<file path="src/sps_pkg.sv">
// Constants for the serial pin select multiplexer.
// Assumes an 8-bit register port with a 12-bit byte address.
`default_nettype none

package sps_pkg;

    // ------------------------------------------------------------
    // Register port
    // ------------------------------------------------------------
    localparam int unsigned ADDR_W = 12;
    localparam int unsigned DATA_W = 8;
    localparam logic [11:0] SWAP_CTRL_ADDR = 12'hf57;
    localparam logic [11:0] SEL_CTRL_ADDR = 12'hfcb;

    // ------------------------------------------------------------
    // Reset values and writable masks
    // ------------------------------------------------------------
    localparam logic [7:0] SWAP_CTRL_RESET = 8'h00;
    localparam logic [7:0] SEL_CTRL_RESET = 8'h00;
    localparam logic [7:0] SWAP_CTRL_WMASK = 8'h03;
    localparam logic [7:0] SEL_CTRL_WMASK = 8'hd3;

    // ------------------------------------------------------------
    // Field positions
    // ------------------------------------------------------------
    localparam int unsigned PAIR_LSB = 0;
    localparam int unsigned GROUP_BIT = 4;
    localparam int unsigned TIMER_LSB = 6;
    localparam int unsigned SWAP0_BIT = 0;
    localparam int unsigned SWAP1_BIT = 1;

    // ------------------------------------------------------------
    // Field encodings
    // ------------------------------------------------------------
    typedef enum logic [1:0] {
        SPS_PAIR_ASYNC_TWI = 2'h0,
        SPS_PAIR_ASYNC_CSIO = 2'h1,
        SPS_PAIR_CSIO_TWI = 2'h2,
        SPS_PAIR_RESERVED = 2'h3
    } sps_pair_t;

    typedef enum logic [1:0] {
        SPS_TMR_PORT7_BIT2 = 2'h0,
        SPS_TMR_PORT2_BIT1 = 2'h1,
        SPS_TMR_PORT9_BIT1 = 2'h2,
        SPS_TMR_RESERVED = 2'h3
    } sps_tmr_t;

    // ------------------------------------------------------------
    // Pin indices of the muxed pin vector
    // ------------------------------------------------------------
    localparam int unsigned NPIN = 11;
    localparam logic [3:0] PIN_PORT2_BIT0 = 4'h0;
    localparam logic [3:0] PIN_PORT2_BIT1 = 4'h1;
    localparam logic [3:0] PIN_PORT2_BIT2 = 4'h2;
    localparam logic [3:0] PIN_PORT2_BIT3 = 4'h3;
    localparam logic [3:0] PIN_PORT2_BIT4 = 4'h4;
    localparam logic [3:0] PIN_PORT2_BIT5 = 4'h5;
    localparam logic [3:0] PIN_PORTB_BIT4 = 4'h6;
    localparam logic [3:0] PIN_PORTB_BIT5 = 4'h7;
    localparam logic [3:0] PIN_PORTB_BIT6 = 4'h8;
    localparam logic [3:0] PIN_PORT9_BIT0 = 4'h9;
    localparam logic [3:0] PIN_PORT9_BIT1 = 4'ha;

endpackage

`default_nettype wire

</file>
<file path="src/sps_mux.sv">
// Serial pin select multiplexer: two selection registers, pin routing,
// interrupt latch steering and capture timer input select.
// Assumes pins and peripheral signals are synchronous to clk_i; the
// port logic outside gates each pin with its own function control bit.
//
// Added by the designer: strobed register access.
`timescale 1ns/100ps
`default_nettype none

// Function
// - At most two of clocked serial, async serial zero, two-wire bus are active; none under reserved code 11.
// - Pair field codes 00, 01, 10 pick the pair; 11 is reserved.
// - Group bit puts async or clocked serial lines on port 2 or port B.
// - Timer field picks port7 bit2, port2 bit1 or port9 bit1 as timer input.
// - Two interrupt latches are shared between functions depending on pair.
// - Swap bit one exchanges async receive and transmit one on port 9.
// - Swap bit zero exchanges async receive and transmit zero in chosen group.
// - Latches seven, six and fifteen take sources according to pair code.
// - Two-wire and clocked serial use port 2 bits 3 to 5 by pair code.
module sps_mux
(
    // Clock and reset
    input wire logic clk_i,
    input wire logic reset_n_i,
    // Register port
    input wire logic [11:0] reg_addr_i,
    input wire logic [7:0] reg_wdata_i,
    input wire logic reg_write_i,
    input wire logic reg_read_i,
    output logic [7:0] reg_rdata_o,
    // Muxed pins
    input wire logic [10:0] pin_in_i,
    input wire logic port7_bit2_i,
    output logic [10:0] pin_out_o,
    output logic [10:0] pin_oe_o,
    output logic [10:0] pin_serial_o,
    // Async serial zero
    input wire logic async_transmit_zero_i,
    output logic async_receive_zero_o,
    // Async serial one
    input wire logic async_transmit_one_i,
    output logic async_receive_one_o,
    // Clocked serial zero
    input wire logic clocked_serial_out_i,
    input wire logic clocked_serial_clock_i,
    input wire logic clocked_serial_clock_oe_i,
    output logic clocked_serial_in_o,
    output logic clocked_serial_clock_o,
    // Two-wire bus zero, open drain pulls low while enable is high
    input wire logic two_wire_data_oe_i,
    input wire logic two_wire_clock_oe_i,
    output logic two_wire_data_line_o,
    output logic two_wire_clock_line_o,
    // Capture timer
    output logic capture_timer_input_o,
    // Interrupt sources, one-cycle pulses
    input wire logic async_transmit_irq_i,
    input wire logic async_receive_irq_i,
    input wire logic two_wire_bus_irq_i,
    input wire logic clocked_serial_irq_i,
    // Interrupt latch set pulses
    output logic irq_latch_seven_o,
    output logic irq_latch_six_o,
    output logic irq_latch_fifteen_o
);

    // ------------------------------------------------------------
    // Decode helpers
    // ------------------------------------------------------------

    // Async serial zero is live in pair codes 00 and 01
    // pair code decode
    function automatic logic async_live(input logic [1:0] pair);
        async_live = (pair == sps_pkg::SPS_PAIR_ASYNC_TWI)
            || (pair == sps_pkg::SPS_PAIR_ASYNC_CSIO);
    endfunction

    // Two-wire bus is live in pair codes 00 and 10
    function automatic logic twi_live(input logic [1:0] pair);
        twi_live = (pair == sps_pkg::SPS_PAIR_ASYNC_TWI)
            || (pair == sps_pkg::SPS_PAIR_CSIO_TWI);
    endfunction

    // ------------------------------------------------------------
    // Registers
    // ------------------------------------------------------------
    logic [7:0] swap_ctrl_reg;
    logic [7:0] sel_ctrl_reg;
    logic [7:0] rdata_reg;
    logic [1:0] pair;
    logic group_sel;
    logic [1:0] tmr_sel;
    logic swap0;
    logic swap1;

    assign pair = sel_ctrl_reg[sps_pkg::PAIR_LSB +: 2];
    assign group_sel = sel_ctrl_reg[sps_pkg::GROUP_BIT];
    assign tmr_sel = sel_ctrl_reg[sps_pkg::TIMER_LSB +: 2];
    assign swap0 = swap_ctrl_reg[sps_pkg::SWAP0_BIT];
    assign swap1 = swap_ctrl_reg[sps_pkg::SWAP1_BIT];

    // Serial selection register write
    // read-only bits masked
    always_ff @(posedge clk_i or negedge reset_n_i)
    begin
        if (!reset_n_i)
        begin
            sel_ctrl_reg <= sps_pkg::SEL_CTRL_RESET;
        end
        else if (reg_write_i && reg_addr_i == sps_pkg::SEL_CTRL_ADDR)
        begin
            sel_ctrl_reg <= reg_wdata_i & sps_pkg::SEL_CTRL_WMASK;
        end
    end

    // Swap register write; no guard, software stops the uarts first
    // read-only bits masked
    always_ff @(posedge clk_i or negedge reset_n_i)
    begin
        if (!reset_n_i)
        begin
            swap_ctrl_reg <= sps_pkg::SWAP_CTRL_RESET;
        end
        else if (reg_write_i && reg_addr_i == sps_pkg::SWAP_CTRL_ADDR)
        begin
            swap_ctrl_reg <= reg_wdata_i & sps_pkg::SWAP_CTRL_WMASK;
        end
    end

    // Read data one cycle after the strobe, zero otherwise
    always_ff @(posedge clk_i or negedge reset_n_i)
    begin
        if (!reset_n_i)
        begin
            rdata_reg <= 8'h00;
        end
        else if (reg_read_i && reg_addr_i == sps_pkg::SEL_CTRL_ADDR)
        begin
            rdata_reg <= sel_ctrl_reg;
        end
        else if (reg_read_i && reg_addr_i == sps_pkg::SWAP_CTRL_ADDR)
        begin
            rdata_reg <= swap_ctrl_reg;
        end
        else
        begin
            rdata_reg <= 8'h00;
        end
    end

    assign reg_rdata_o = rdata_reg;

    // ------------------------------------------------------------
    // Pin routing
    // ------------------------------------------------------------
    logic [10:0] out_next;
    logic [10:0] oe_next;
    logic [10:0] sel_next;
    logic rx0_next;
    logic rx1_next;
    logic si_next;
    logic sclk_next;
    logic sda_next;
    logic scl_next;
    logic tmr_next;
    logic [3:0] base;
    logic [3:0] tx_idx;
    logic [3:0] rx_idx;

    // Idle levels: receive lines high, bus lines released high
    always_comb
    begin
        out_next = '0;
        oe_next = '0;
        sel_next = '0;
        rx0_next = 1'b1;
        rx1_next = 1'b1;
        si_next = 1'b0;
        sclk_next = 1'b0;
        sda_next = 1'b1;
        scl_next = 1'b1;
        base = group_sel ? sps_pkg::PIN_PORTB_BIT4 : sps_pkg::PIN_PORT2_BIT0;
        tx_idx = base + {3'h0, swap0};
        rx_idx = base + {3'h0, ~swap0};
        // async serial zero only in its pairs
        if (async_live(pair))
        begin
            sel_next[tx_idx] = 1'b1;
            sel_next[rx_idx] = 1'b1;
            out_next[tx_idx] = async_transmit_zero_i;
            oe_next[tx_idx] = 1'b1;
            rx0_next = pin_in_i[rx_idx];
        end
        // clocked serial on port 2 bits 3 to 5
        if (pair == sps_pkg::SPS_PAIR_ASYNC_CSIO)
        begin
            sel_next[sps_pkg::PIN_PORT2_BIT3] = 1'b1;
            sel_next[sps_pkg::PIN_PORT2_BIT4] = 1'b1;
            sel_next[sps_pkg::PIN_PORT2_BIT5] = 1'b1;
            out_next[sps_pkg::PIN_PORT2_BIT3] = clocked_serial_out_i;
            oe_next[sps_pkg::PIN_PORT2_BIT3] = 1'b1;
            si_next = pin_in_i[sps_pkg::PIN_PORT2_BIT4];
            out_next[sps_pkg::PIN_PORT2_BIT5] = clocked_serial_clock_i;
            oe_next[sps_pkg::PIN_PORT2_BIT5] = clocked_serial_clock_oe_i;
            sclk_next = pin_in_i[sps_pkg::PIN_PORT2_BIT5];
        end
        // clocked serial on the group pins, swap ignored
        if (pair == sps_pkg::SPS_PAIR_CSIO_TWI)
        begin
            sel_next[base] = 1'b1;
            sel_next[base + 4'h1] = 1'b1;
            sel_next[base + 4'h2] = 1'b1;
            out_next[base] = clocked_serial_out_i;
            oe_next[base] = 1'b1;
            si_next = pin_in_i[base + 4'h1];
            out_next[base + 4'h2] = clocked_serial_clock_i;
            oe_next[base + 4'h2] = clocked_serial_clock_oe_i;
            sclk_next = pin_in_i[base + 4'h2];
        end
        // two-wire bus on port 2 bits 3 and 4
        if (twi_live(pair))
        begin
            sel_next[sps_pkg::PIN_PORT2_BIT3] = 1'b1;
            sel_next[sps_pkg::PIN_PORT2_BIT4] = 1'b1;
            oe_next[sps_pkg::PIN_PORT2_BIT3] = two_wire_data_oe_i;
            oe_next[sps_pkg::PIN_PORT2_BIT4] = two_wire_clock_oe_i;
            sda_next = pin_in_i[sps_pkg::PIN_PORT2_BIT3];
            scl_next = pin_in_i[sps_pkg::PIN_PORT2_BIT4];
        end
        // async serial one on port 9, swappable
        sel_next[sps_pkg::PIN_PORT9_BIT0] = 1'b1;
        sel_next[sps_pkg::PIN_PORT9_BIT1] = 1'b1;
        if (swap1)
        begin
            out_next[sps_pkg::PIN_PORT9_BIT1] = async_transmit_one_i;
            oe_next[sps_pkg::PIN_PORT9_BIT1] = 1'b1;
            rx1_next = pin_in_i[sps_pkg::PIN_PORT9_BIT0];
        end
        else
        begin
            out_next[sps_pkg::PIN_PORT9_BIT0] = async_transmit_one_i;
            oe_next[sps_pkg::PIN_PORT9_BIT0] = 1'b1;
            rx1_next = pin_in_i[sps_pkg::PIN_PORT9_BIT1];
        end
        // timer input source, reserved code gives low
        unique case (tmr_sel)
            sps_pkg::SPS_TMR_PORT7_BIT2: tmr_next = port7_bit2_i;
            sps_pkg::SPS_TMR_PORT2_BIT1: tmr_next = pin_in_i[sps_pkg::PIN_PORT2_BIT1];
            sps_pkg::SPS_TMR_PORT9_BIT1: tmr_next = pin_in_i[sps_pkg::PIN_PORT9_BIT1];
            default: tmr_next = 1'b0;
        endcase
    end

    // Registered pin side; costs one cycle but keeps outputs glitch free
    always_ff @(posedge clk_i or negedge reset_n_i)
    begin
        if (!reset_n_i)
        begin
            pin_out_o <= '0;
            pin_oe_o <= '0;
            pin_serial_o <= '0;
        end
        else
        begin
            pin_out_o <= out_next;
            pin_oe_o <= oe_next;
            pin_serial_o <= sel_next;
        end
    end

    // Registered peripheral side
    always_ff @(posedge clk_i or negedge reset_n_i)
    begin
        if (!reset_n_i)
        begin
            async_receive_zero_o <= 1'b1;
            async_receive_one_o <= 1'b1;
            clocked_serial_in_o <= 1'b0;
            clocked_serial_clock_o <= 1'b0;
            two_wire_data_line_o <= 1'b1;
            two_wire_clock_line_o <= 1'b1;
            capture_timer_input_o <= 1'b0;
        end
        else
        begin
            async_receive_zero_o <= rx0_next;
            async_receive_one_o <= rx1_next;
            clocked_serial_in_o <= si_next;
            clocked_serial_clock_o <= sclk_next;
            two_wire_data_line_o <= sda_next;
            two_wire_clock_line_o <= scl_next;
            capture_timer_input_o <= tmr_next;
        end
    end

    // ------------------------------------------------------------
    // Interrupt latch steering
    // ------------------------------------------------------------
    logic il7_next;
    logic il6_next;
    logic irq_latch_fifteen_next;

    // Sources of an inactive function are dropped, so a stray pulse
    // from a stopped controller cannot set a shared latch.
    // shared latch steering
    always_comb
    begin
        il7_next = 1'b0;
        il6_next = 1'b0;
        irq_latch_fifteen_next = 1'b0;
        unique case (pair)
            sps_pkg::SPS_PAIR_ASYNC_TWI:
            begin
                il7_next = async_transmit_irq_i;
                il6_next = async_receive_irq_i;
                irq_latch_fifteen_next = two_wire_bus_irq_i;
            end
            sps_pkg::SPS_PAIR_ASYNC_CSIO:
            begin
                il7_next = async_transmit_irq_i;
                il6_next = async_receive_irq_i;
                irq_latch_fifteen_next = clocked_serial_irq_i;
            end
            sps_pkg::SPS_PAIR_CSIO_TWI:
            begin
                il6_next = clocked_serial_irq_i;
                irq_latch_fifteen_next = two_wire_bus_irq_i;
            end
            default:
            begin
                il7_next = 1'b0;
            end
        endcase
    end

    // One-cycle set pulses toward the latches
    always_ff @(posedge clk_i or negedge reset_n_i)
    begin
        if (!reset_n_i)
        begin
            irq_latch_seven_o <= 1'b0;
            irq_latch_six_o <= 1'b0;
            irq_latch_fifteen_o <= 1'b0;
        end
        else
        begin
            irq_latch_seven_o <= il7_next;
            irq_latch_six_o <= il6_next;
            irq_latch_fifteen_o <= irq_latch_fifteen_next;
        end
    end

endmodule

`default_nettype wire

</file>
<file path="config.mk">
export PLATFORM = sky130hd
export DESIGN_NAME = sps_mux
export DESIGN_NICKNAME = d
export VERILOG_FILES = /design/src/sps_pkg.sv /design/src/sps_mux.sv
export SDC_FILE = /design/constraint.sdc
export NUM_CORES = 1
export LEC_CHECK = 0
export BUFFER_PORTS_ARGS = -buffer_cell sky130_fd_sc_hd__buf_2
export CORE_MARGIN = 2
export CORE_UTILIZATION = 35
export DETAILED_ROUTE_END_ITERATION = 16
export PLACE_DENSITY = 0.74
export SETUP_SLACK_MARGIN = 0.15
export SYNTH_ARGS = -nofsm -noshare
export SYNTH_HDL_FRONTEND = slang
export SYNTH_SLANG_ARGS = --single-unit
</file>
<file path="constraint.sdc">
create_clock -name clk_i -period 3.1 [get_ports clk_i]
set_clock_uncertainty 0.2 [all_clocks]
set_input_delay 0.31 -clock clk_i [delete_from_list [all_inputs] [get_ports clk_i]]
set_output_delay 0.31 -clock clk_i [all_outputs]
set_load 0.01 [all_outputs]
</file>
-- After elaboration in Yosys (flattened, before gate mapping)
Cells that the tools add are included.
- bits in registers: 57
- latch bits: 0
- bits in writable memories: 0
- bits in read-only memories: 0
- input bits: 47
- output and inout bits: 51
- logic and storage cells: 109
- memories kept: 0
- $add $sub $neg: 4
- $mul: 0
- div/mod/pow operators: 0
- magnitude comparators: 10
- eq/ne operators: 6
- shift operators: 0
- multiplexer cells: 51
- bitwise operators: 7
- reductions and logical operators: 15
- operators with widths (cell ; count):
    11-bit two-way mux ; 4
    9-bit OR ; 4
    11-bit bitwise mux ; 3
    1-bit two-way mux ; 25
    12-bit equality test, second input constant ; 2
    1-bit demux with 4-bit select ; 5
    4-bit by 5-bit < comparator with 1-bit output, second input constant ; 4
    9-bit two-way mux ; 2
    4-bit by 1-bit >= comparator with 1-bit output, second input constant ; 4
    1-bit binary-select mux with 4-bit select ; 3
    11-bit AND ; 1
    11-bit OR ; 1
    1-bit logical AND ; 9
    3-bit by 1-bit adder with 4-bit output ; 2
    8-bit two-way mux ; 1
    2-bit two-way mux ; 3
    3-bit two-way mux ; 2
    3-bit by 5-bit < comparator with 1-bit output, second input constant ; 1
    3-bit by 1-bit adder with 4-bit output, second input constant ; 1
    3-bit by 2-bit adder with 4-bit output, second input constant ; 1
    2-bit by 1-bit equality test with 1-bit output, second input constant ; 2
    2-bit equality test, second input constant ; 2
    2-bit logical NOT ; 2
    1-bit case mux with 2 select lines ; 2
    5 further kinds ; 7

-- Longest topological paths before layout
Gate-level depths: netlist of the first run.
- depth after elaboration: 14
- depth in mapped cells: 4
- gate-level depth less buffers: 3

-- Worst setup path before layout of the first run
OpenSTA, ideal clock, no wires.
- path kind: input-to-reg
- from: input reg_addr_i[4]
- to: register sel_ctrl_reg[0]
- setup time: 125 ps
- data arrival time: 1076 ps
- data required time: 2775 ps
- path slack: 1700 ps
- stages: 3
- path buffers: 0
- path through: and4bb_4 -> nand4_4 -> mux2_2
- cells in the longest elaborated chain, start to end: 2
- RTL lines (item ; RTL line ; text):
    start: declaration ; sps_mux.sv:26 ; input wire logic [11:0] reg_addr_i,
    12-bit equality test ; sps_mux.sv:110 ; else if (reg_write_i && reg_addr_i == sps_pkg::SEL_CTRL_ADDR)
    1-bit logical AND ; sps_mux.sv:110 ;
    end signal: assignment ; sps_mux.sv:108 ; sel_ctrl_reg <= sps_pkg::SEL_CTRL_RESET;
    end signal: assignment ; sps_mux.sv:112 ; sel_ctrl_reg <= reg_wdata_i & sps_pkg::SEL_CTRL_WMASK;
    end: declaration ; sps_mux.sv:88 ; logic [7:0] sel_ctrl_reg;
Every way passes these cells.
A chain may end at the register's enable or synchronous reset.

-- Final worst setup path of the first run
- from: register sel_ctrl_reg[0]
- to: register pin_oe_o[5]
- cells in the longest elaborated chain, start to end: 7
- elaborated cells between the ends (all ways): 9
- those cells by class: eq/ne (2); mux (4); bitwise (1); reduce/logical (2)
- RTL lines (item ; RTL line ; text):
    2-bit by 1-bit equality test with 1-bit output / 2-bit logical NOT (equally long branches) ; sps_mux.sv:75, sps_mux.sv:195, sps_mux.sv:74 ;
    1-bit logical OR ; sps_mux.sv:75 ; || (pair == sps_pkg::SPS_PAIR_ASYNC_CSIO);
    11-bit two-way mux ; sps_mux.sv:186 ; if (async_live(pair))
    1-bit two-way mux ; sps_mux.sv:195 ; if (pair == sps_pkg::SPS_PAIR_ASYNC_CSIO)
    11-bit OR (no line) ; -- ;
    11-bit bitwise mux ; sps_mux.sv:217 ; oe_next[base + 4'h2] = clocked_serial_clock_oe_i;
    11-bit two-way mux * ; sps_mux.sv:208 ; if (pair == sps_pkg::SPS_PAIR_CSIO_TWI)
    net oe_next[5] ; sps_mux.sv:157 ; logic [10:0] oe_next;
    end signal: assignment ; sps_mux.sv:266 ; pin_oe_o <= oe_next;
    end: declaration ; sps_mux.sv:35 ; output logic [10:0] pin_oe_o,
The timed path passes the listed nets; every way through them passes the cells marked *.

==> results_dict.tcl, run 1 <==
set metrics [dict create \
    cts_resized 0 \
    drv_cap 0 \
    detail-route-antenna-nets 0 \
    synth_seq_cells 50 \
    critPathSlowestCell "dfrtp_1" \
    r2r_end "pin_oe_o[5]$_DFF_PN0_" \
    vias_per_cell 4.350 \
    grt_pass1_wl_um 6451 \
    netlist.top_cell.by_area "dfrtp_1" \
    seq_area_frac_synth 0.6684 \
    synthFlopType "dfrtp_1" \
    design_area_sq_um 2474 \
    cts_buffers 5 \
    setup_viol 0 \
    grt_max_degree 51 \
    clk_latency_ns 0.29 \
    die_w_um 77.28 \
    tightest_slew_ns 1.050 \
    layout_min_cycle_time_ns 1.578 \
    yosysUniqueCellTypes 31 \
    syn_area_sq_um 1879 \
    htree_levels 2 \
    fmax_mhz 633.9 \
    drive_gt1_frac 0.5330 \
    end_kind "flip-flop" \
    drt_drc_violations_left 0 \
    initial_utilization 0.3656 \
    coreArea_sq_um 5140 \
    report.final.slew_viol_count 0 \
    tns_ns 0 \
    die-area_sq_um 5971 \
    r2r-start "sel_ctrl_reg[0]$_DFFE_PN0P_" \
    top_regs "pin_oe_o (11), pin_out_o (10), pin_serial_o (7)" \
    syn_avg_cell_area_sq_um 13.72 \
    drtIter0Drc 25 \
    fin_hold_ws_ns 0.005657 \
    vdd_ir_drop_max_uv 170.9 \
    routedWlPerCell_um 12.97 \
    firstDrtPassIters 4 \
    routed-via-count 1292 \
    path_cells "nor2b_1 -> and2_1" \
    synth_edf_count 0 \
    die_h_um 77.28 \
    num_antenna_cells 0 \
    ff2ff_path_depth 2 \
    slew-limit-headroom 0.3000 \
    pin_count 98 \
    cts_root_buf "clkbuf_8" \
    gp_congestion 0.7378 \
    crit_required_ns 3.12 \
    syn_inst 137 \
    fin_util 0.4813 \
    critPathKind "reg -> reg" \
    p_leak_nw 1.347 \
    crit_fanout 11 \
    hpwl_um 2877 \
    hp-class "in -> async" \
    fill_cells 495 \
    ys_warn_count 0 \
    grt_antenna_before_repair 0 \
    path_clk_slew_ns 0.08 \
    grt_util_all_layers 0.1399 \
    drt-total-wl_um 3852 \
    r2r_slack_ns 1.52 \
    grt_pass1_vias 1295 \
    port-buffer-count 90 \
    grt_setup_unrepaired "no" \
    critical-path-top-delay-family "simple AND/OR/NAND/NOR gates" \
    placed_area_sq_um 2354 \
    overflow 0 \
    async_flop_share 1.000 \
    clockBufferDepth 2 \
    cp-start-kind "flip-flop" \
    largest_register_ffs 11 \
    clock_sinks 50 \
    status "finished, final reports clean" \
    cts_tree "done" \
    cpPeakStageDelay_ns 0.57 \
    power_density_nw_per_um2 467.9 \
    area_growth_pct 31.62 \
    period_share 0.5089 \
    critPathBufInv 0 \
    hold_viol_final 0 \
    layout.nets 273 \
    worstPathArrival_ns 1.60 \
    top_register "pin_oe_o" \
    ys_top_cells_by_area "dfrtp_1 (61%), dfstp_2 (5.6%), mux2_2 (4.8%)" \
    yosysTopAreaCellShare 0.6125 \
    num_rows 26 \
]
## cells by family (layout without fill, tap and decap cells)
logic type / Yosys count / count (layout) / share of synthesized area
flip-flops: 50 / 50 / 0.6684
AND/OR/NAND/NOR: 46 / 46 / 0.1658
AO/OA/AOI/OAI: 11 / 11 / 0.03795
buffers and inverters: 16 / 103 / 0.04793
other: 2 / 5 / 0.003996
multiplexers: 12 / 12 / 0.07590
## layout make-up
type                    count  area [sq um]  share of cell area
flip-flops and latches     50          1256              0.5078
clock buffers               8         110.1             0.04451
inverters                   4         15.01            0.006070
repair buffers             91         460.4              0.1861
well taps                  70         87.58             0.03541
multi-input cells          74         544.3              0.2200
## worst register-to-register path: stages, from the launching register on
cell and delay [ns]:
dfrtp_1 0.57, nor2b_1 0.52, and2_1 0.22
## worst max-delay path by stage
stage / from / end / slack, ns / cells after the start
finish: sel_ctrl_reg[0]$_DFFE_PN0P_ / pin_oe_o[5]$_DFF_PN0_ / 1.52 / 2
global route: sel_ctrl_reg[0]$_DFFE_PN0P_ / clocked_serial_in_o$_DFF_PN0_ / 1.38 / 3
CTS: sel_ctrl_reg[0]$_DFFE_PN0P_ / pin_oe_o[5]$_DFF_PN0_ / 1.46 / 2
detailed placement: sel_ctrl_reg[0]$_DFFE_PN0P_ / pin_oe_o[5]$_DFF_PN0_ / 1.48 / 2
global placement: sel_ctrl_reg[0]$_DFFE_PN0P_ / irq_latch_fifteen_o$_DFF_PN0_ / 1.50 / 2
floorplan: reg_addr_i[4] / sel_ctrl_reg[0]$_DFFE_PN0P_ / 1.70 / 3
## through the flow
| stage | std cells | power [mW] | setup WS [ns] |
|---|---|---|---|
| final | 297 | 1.157 | 1.522 |
| after global routing | 297 | 1.218 | 1.383 |
| after CTS | 297 | 1.175 | 1.460 |
| after detailed placement | 288 | 0.7562 | 1.485 |
| after global placement | 288 | 0.7544 | 1.501 |
| after floorplan | 140 | 0.7066 | 1.700 |
## power by group
part	switching [mW]	internal (mW)	total [mW]
clock network	0.190	0.225	0.415
registers	0.00338	0.663	0.667
logic	0.0395	0.0361	0.0756
## layer usage
layer,track usage,routed length [um],vias up
met5,0,0,-
met4,0.04821,62,0
met3,0.03529,189,6
met2,0.2313,1992,43
met1,0.1787,1608,614
li1,-,-,629
## placed cells by master (no fill, tap or decap)
master and instances:
buf_2 90, dfrtp_1 46, and3_1 8, mux2_2 8
clkbuf_8 8, and2_1 7, nor2_1 6, nor2b_1 5
nand2_1 5, conb_1 5, inv_1 4, o21ai_0 4
dfstp_2 4, a21oi_1 3, mux2i_1 3, and4_2 3
a22o_2 2, or2_2 2, nor3b_1 1, a21o_1 1
nand2b_1 1, nand3b_1 1, a22o_1 1, and4_1 1
and4b_1 1, and4bb_4 1, and4bb_2 1, mux4_2 1
or2_1 1, nand4_1 1, nand4_4 1, dlygate4sd3_1 1
## cells in the mapped netlist (all sizes together), types with 2 or more instances
library cell,number
a21oi,3
a22o,3
and2,7
and3,8
and4,4
and4bb,2
buf,8
clkbuf,4
conb,2
dfrtp,46
dfstp,4
inv,4
mux2,8
mux2i,3
nand2,5
nand4,2
nor2,6
nor2b,5
o21ai,4
or2,3
## what timing repair did
action,4_1_cts,5_1_grt
setup buffers,0,0
endpoints found under the hold margin,1,0
endpoints found under the setup margin,0,0
hold buffers,1,0
(Power assumes the default switching activity.)
==> run 2: changes to the inputs <==
--- a/config.mk
+++ b/config.mk
@@ -5,11 +5,12 @@
 export SDC_FILE = /design/constraint.sdc
 export NUM_CORES = 1
 export LEC_CHECK = 0
+export ABC_AREA = 1
 export BUFFER_PORTS_ARGS = -buffer_cell sky130_fd_sc_hd__buf_2
 export CORE_MARGIN = 2
 export CORE_UTILIZATION = 35
 export DETAILED_ROUTE_END_ITERATION = 16
-export PLACE_DENSITY = 0.74
+export PLACE_DENSITY = 0.73
 export SETUP_SLACK_MARGIN = 0.15
 export SYNTH_ARGS = -nofsm -noshare
 export SYNTH_HDL_FRONTEND = slang
==> constraint.sdc (replaced) <==
create_clock -name clk_i -period 1.5 [get_ports clk_i]
set_clock_uncertainty 0.2 [all_clocks]
set_input_delay 0.15 -clock clk_i [delete_from_list [all_inputs] [get_ports clk_i]]
set_output_delay 0.15 -clock clk_i [all_outputs]
set_load 0.01 [all_outputs]
==> run 2 against run 1 <==
  * Design area up 19%
  * Global-route usage increased by 0.14 points
  * Flip-flop and latch count did not move
  * Worst setup slack lost 1.3 ns
  * Non-clock buffer count grew 34
  * First-iteration DRC count up 36%
  * Synthesized cell count up 43%
==> results_dict.tcl, run 2 <==
set metrics [dict create \
    post_cts_buffers 0 \
    grt_pass1_wl_um 6989 \
    synth.most_common_cell "dfrtp_1" \
    ys_top_cells_by_area "dfrtp_1 (58%), nand2_1 (8.3%), dfstp_2 (5.3%)" \
    drt-total-wl_um 4288 \
    largest_register_ffs 11 \
    cp-start-kind "flip-flop" \
    drive_gt1_frac 0.3988 \
    period_share 0.8609 \
    power_density_nw_per_um2 864.1 \
    top_regs "pin_oe_o (11), pin_out_o (10), pin_serial_o (7)" \
    grt_setup_unrepaired "no" \
    p_leak_nw 1.618 \
    grt_util_all_layers 0.1413 \
    die-area_sq_um 6337 \
    clockBufferDepth 2 \
    gp_congestion 0.7001 \
    htree_levels 2 \
    yosys-top-cells-count "dfrtp_1 (46), nand2_1 (44), inv_1 (27)" \
    design_area_sq_um 2940 \
    ff2ff_path_depth 6 \
    layout.nets 367 \
    cts_tree "done" \
    routedWlPerCell_um 10.91 \
    area_growth_pct 46.97 \
    initial_utilization 0.3633 \
    crit_start "async_receive_zero_o$_DFF_PN1_" \
    port-buffer-count 90 \
    min-delay-start "reg_read_i" \
    drt_drc_violations_left 0 \
    final_common_cell "buf_2" \
    holdPathStages 5 \
    synth_edf_count 0 \
    num_antenna_cells 0 \
    coreArea_sq_um 5507 \
    vias_per_cell 4.206 \
    die_h_um 79.61 \
    grt_antenna_before_repair 0 \
    ys_warn_count 0 \
    fmax_mhz 774.4 \
    drtIter0Drc 34 \
    final_cell_mix "buf_2 (90), nand2_1 (44), dfrtp_1 (43)" \
    detail-route-antenna-nets 0 \
    critPathKind "reg -> out" \
    cts_buffers 5 \
    r2r-start "sel_ctrl_reg[1]$_DFFE_PN0P_" \
    syn_area_sq_um 2001 \
    layout_min_cycle_time_ns 1.291 \
    overflow 0 \
    netlist.top_cell.by_area "dfrtp_1" \
    crit_required_ns 1.15 \
    num_rows 27 \
    pin_count 98 \
    critPathSlowestCell "dfstp_2" \
    hold_viol_final 0 \
    clk_latency_ns 0.30 \
    worstPathArrival_ns 0.94 \
    yosysUniqueCellTypes 27 \
    path_cells "buf_2" \
    cts_root_buf "clkbuf_8" \
    cpPeakStageDelay_ns 0.52 \
    placed_area_sq_um 2522 \
    die_w_um 79.61 \
    firstDrtPassIters 5 \
    wl_met3_um 264 \
    setup_viol 0 \
    seq_area_frac_synth 0.6279 \
    status "finished, final reports clean" \
    report.final.slew_viol_count 0 \
    fill_cells 474 \
    routed-via-count 1653 \
    clock_sinks 50 \
    synth_seq_cells 50 \
    crit_fanout 1 \
    hp-class "in -> reg" \
    syn_inst 196 \
    async_flop_share 1.000 \
    tns_ns 0 \
    end_kind "output port" \
    syn_avg_cell_area_sq_um 10.21 \
    critPathBufInv 1 \
    path_clk_slew_ns 0.08 \
    hpwl_um 3180 \
    grt_max_degree 51 \
    yosysTopAreaCellShare 0.5754 \
    synthFlopType "dfrtp_1" \
    grt_pass1_vias 1614 \
    dr.max_layer_used "met4" \
    route.met2.wl_um 2214 \
    critical-path-top-delay-family "flip-flops" \
    vdd_ir_drop_max_uv 458.7 \
    top_register "pin_oe_o" \
    met1Wirelength_um 1736 \
    crit_cells 1 \
    drv_cap 0 \
]
run 2: timing repair:
action / CTS / global route
resized for setup: 0 / 3
endpoints found under the hold margin: 82 / 0
endpoints found under the setup margin: 0 / 5
hold buffers: 30 / 0
run 2: kinds of logic (layout without fill, tap and decap cells):
family,after synthesis,count (layout),synth area share
and+or+nand+nor,88,88,0.2245
other,2,5,0.003754
buffers and inverters,42,164,0.09818
DFF,50,50,0.6279
AOI/OAI and AO/OA,14,14,0.04565
run 2: final timing paths:
path,end,slack (ns)
setup / recovery,async_receive_zero_o,0.21
hold / removal,reg_rdata_o[4]$_DFF_PN0_,0.04
setup reg to reg,clocked_serial_clock_o$_DFF_PN0_,0.23
hold reg to reg,sel_ctrl_reg[6]$_DFFE_PN0P_,0.30
max in group asynchronous,two_wire_clock_line_o$_DFF_PN1_,0.65
min in group asynchronous,pin_oe_o[4]$_DFF_PN0_,0.18
run 2: area by class of cell:
type                    count  area [sq um]  area share
repair buffers            125         800.8      0.2723
flip-flops and latches     50          1260      0.4285
clock inverters             3         45.04     0.01532
well taps                  72         90.09     0.03064
clock buffers               5         68.82     0.02340
multi-input cells         107         559.3      0.1902
inverters                  31         116.4     0.03957
run 2: stage by stage:
| step | std cells | utilization | hold WS [ns] | total power [mW] | setup WS [ns] |
|---|---|---|---|---|---|
| 6_report | 393 | 0.5340 | 0.03862 | 2.541 | 0.2086 |
| 5_1_grt | 393 | 0.5340 | 0.05668 | 2.667 | 0.1701 |
| 3_5_place_dp | 355 | 0.4581 | -0.04262 | 1.588 | 0.1646 |
| 3_3_place_gp | 355 | 0.4581 | -0.04494 | 1.584 | 0.2030 |
| 4_1_cts | 393 | 0.5333 | 0.02950 | 2.575 | 0.1509 |
| 2_1_floorplan | 199 | - | -0.3456 | 1.478 | 0.3383 |
run 2: layer usage:
layer / up-vias / GRT usage
met3: 7 / 0.03054
met4: 0 / 0.05862
li1: 833 / -
met1: 748 / 0.1563
met2: 65 / 0.2597
met5: - / 0
run 2: report_power, final:
group          total (mW)  switching (mW)  internal [mW]  leakage, nW
registers            1.38         0.00663           1.37        0.638
clock network       0.923           0.427          0.496       0.0504
logic               0.240           0.111          0.129        0.930
total                2.54           0.545           2.00         1.62
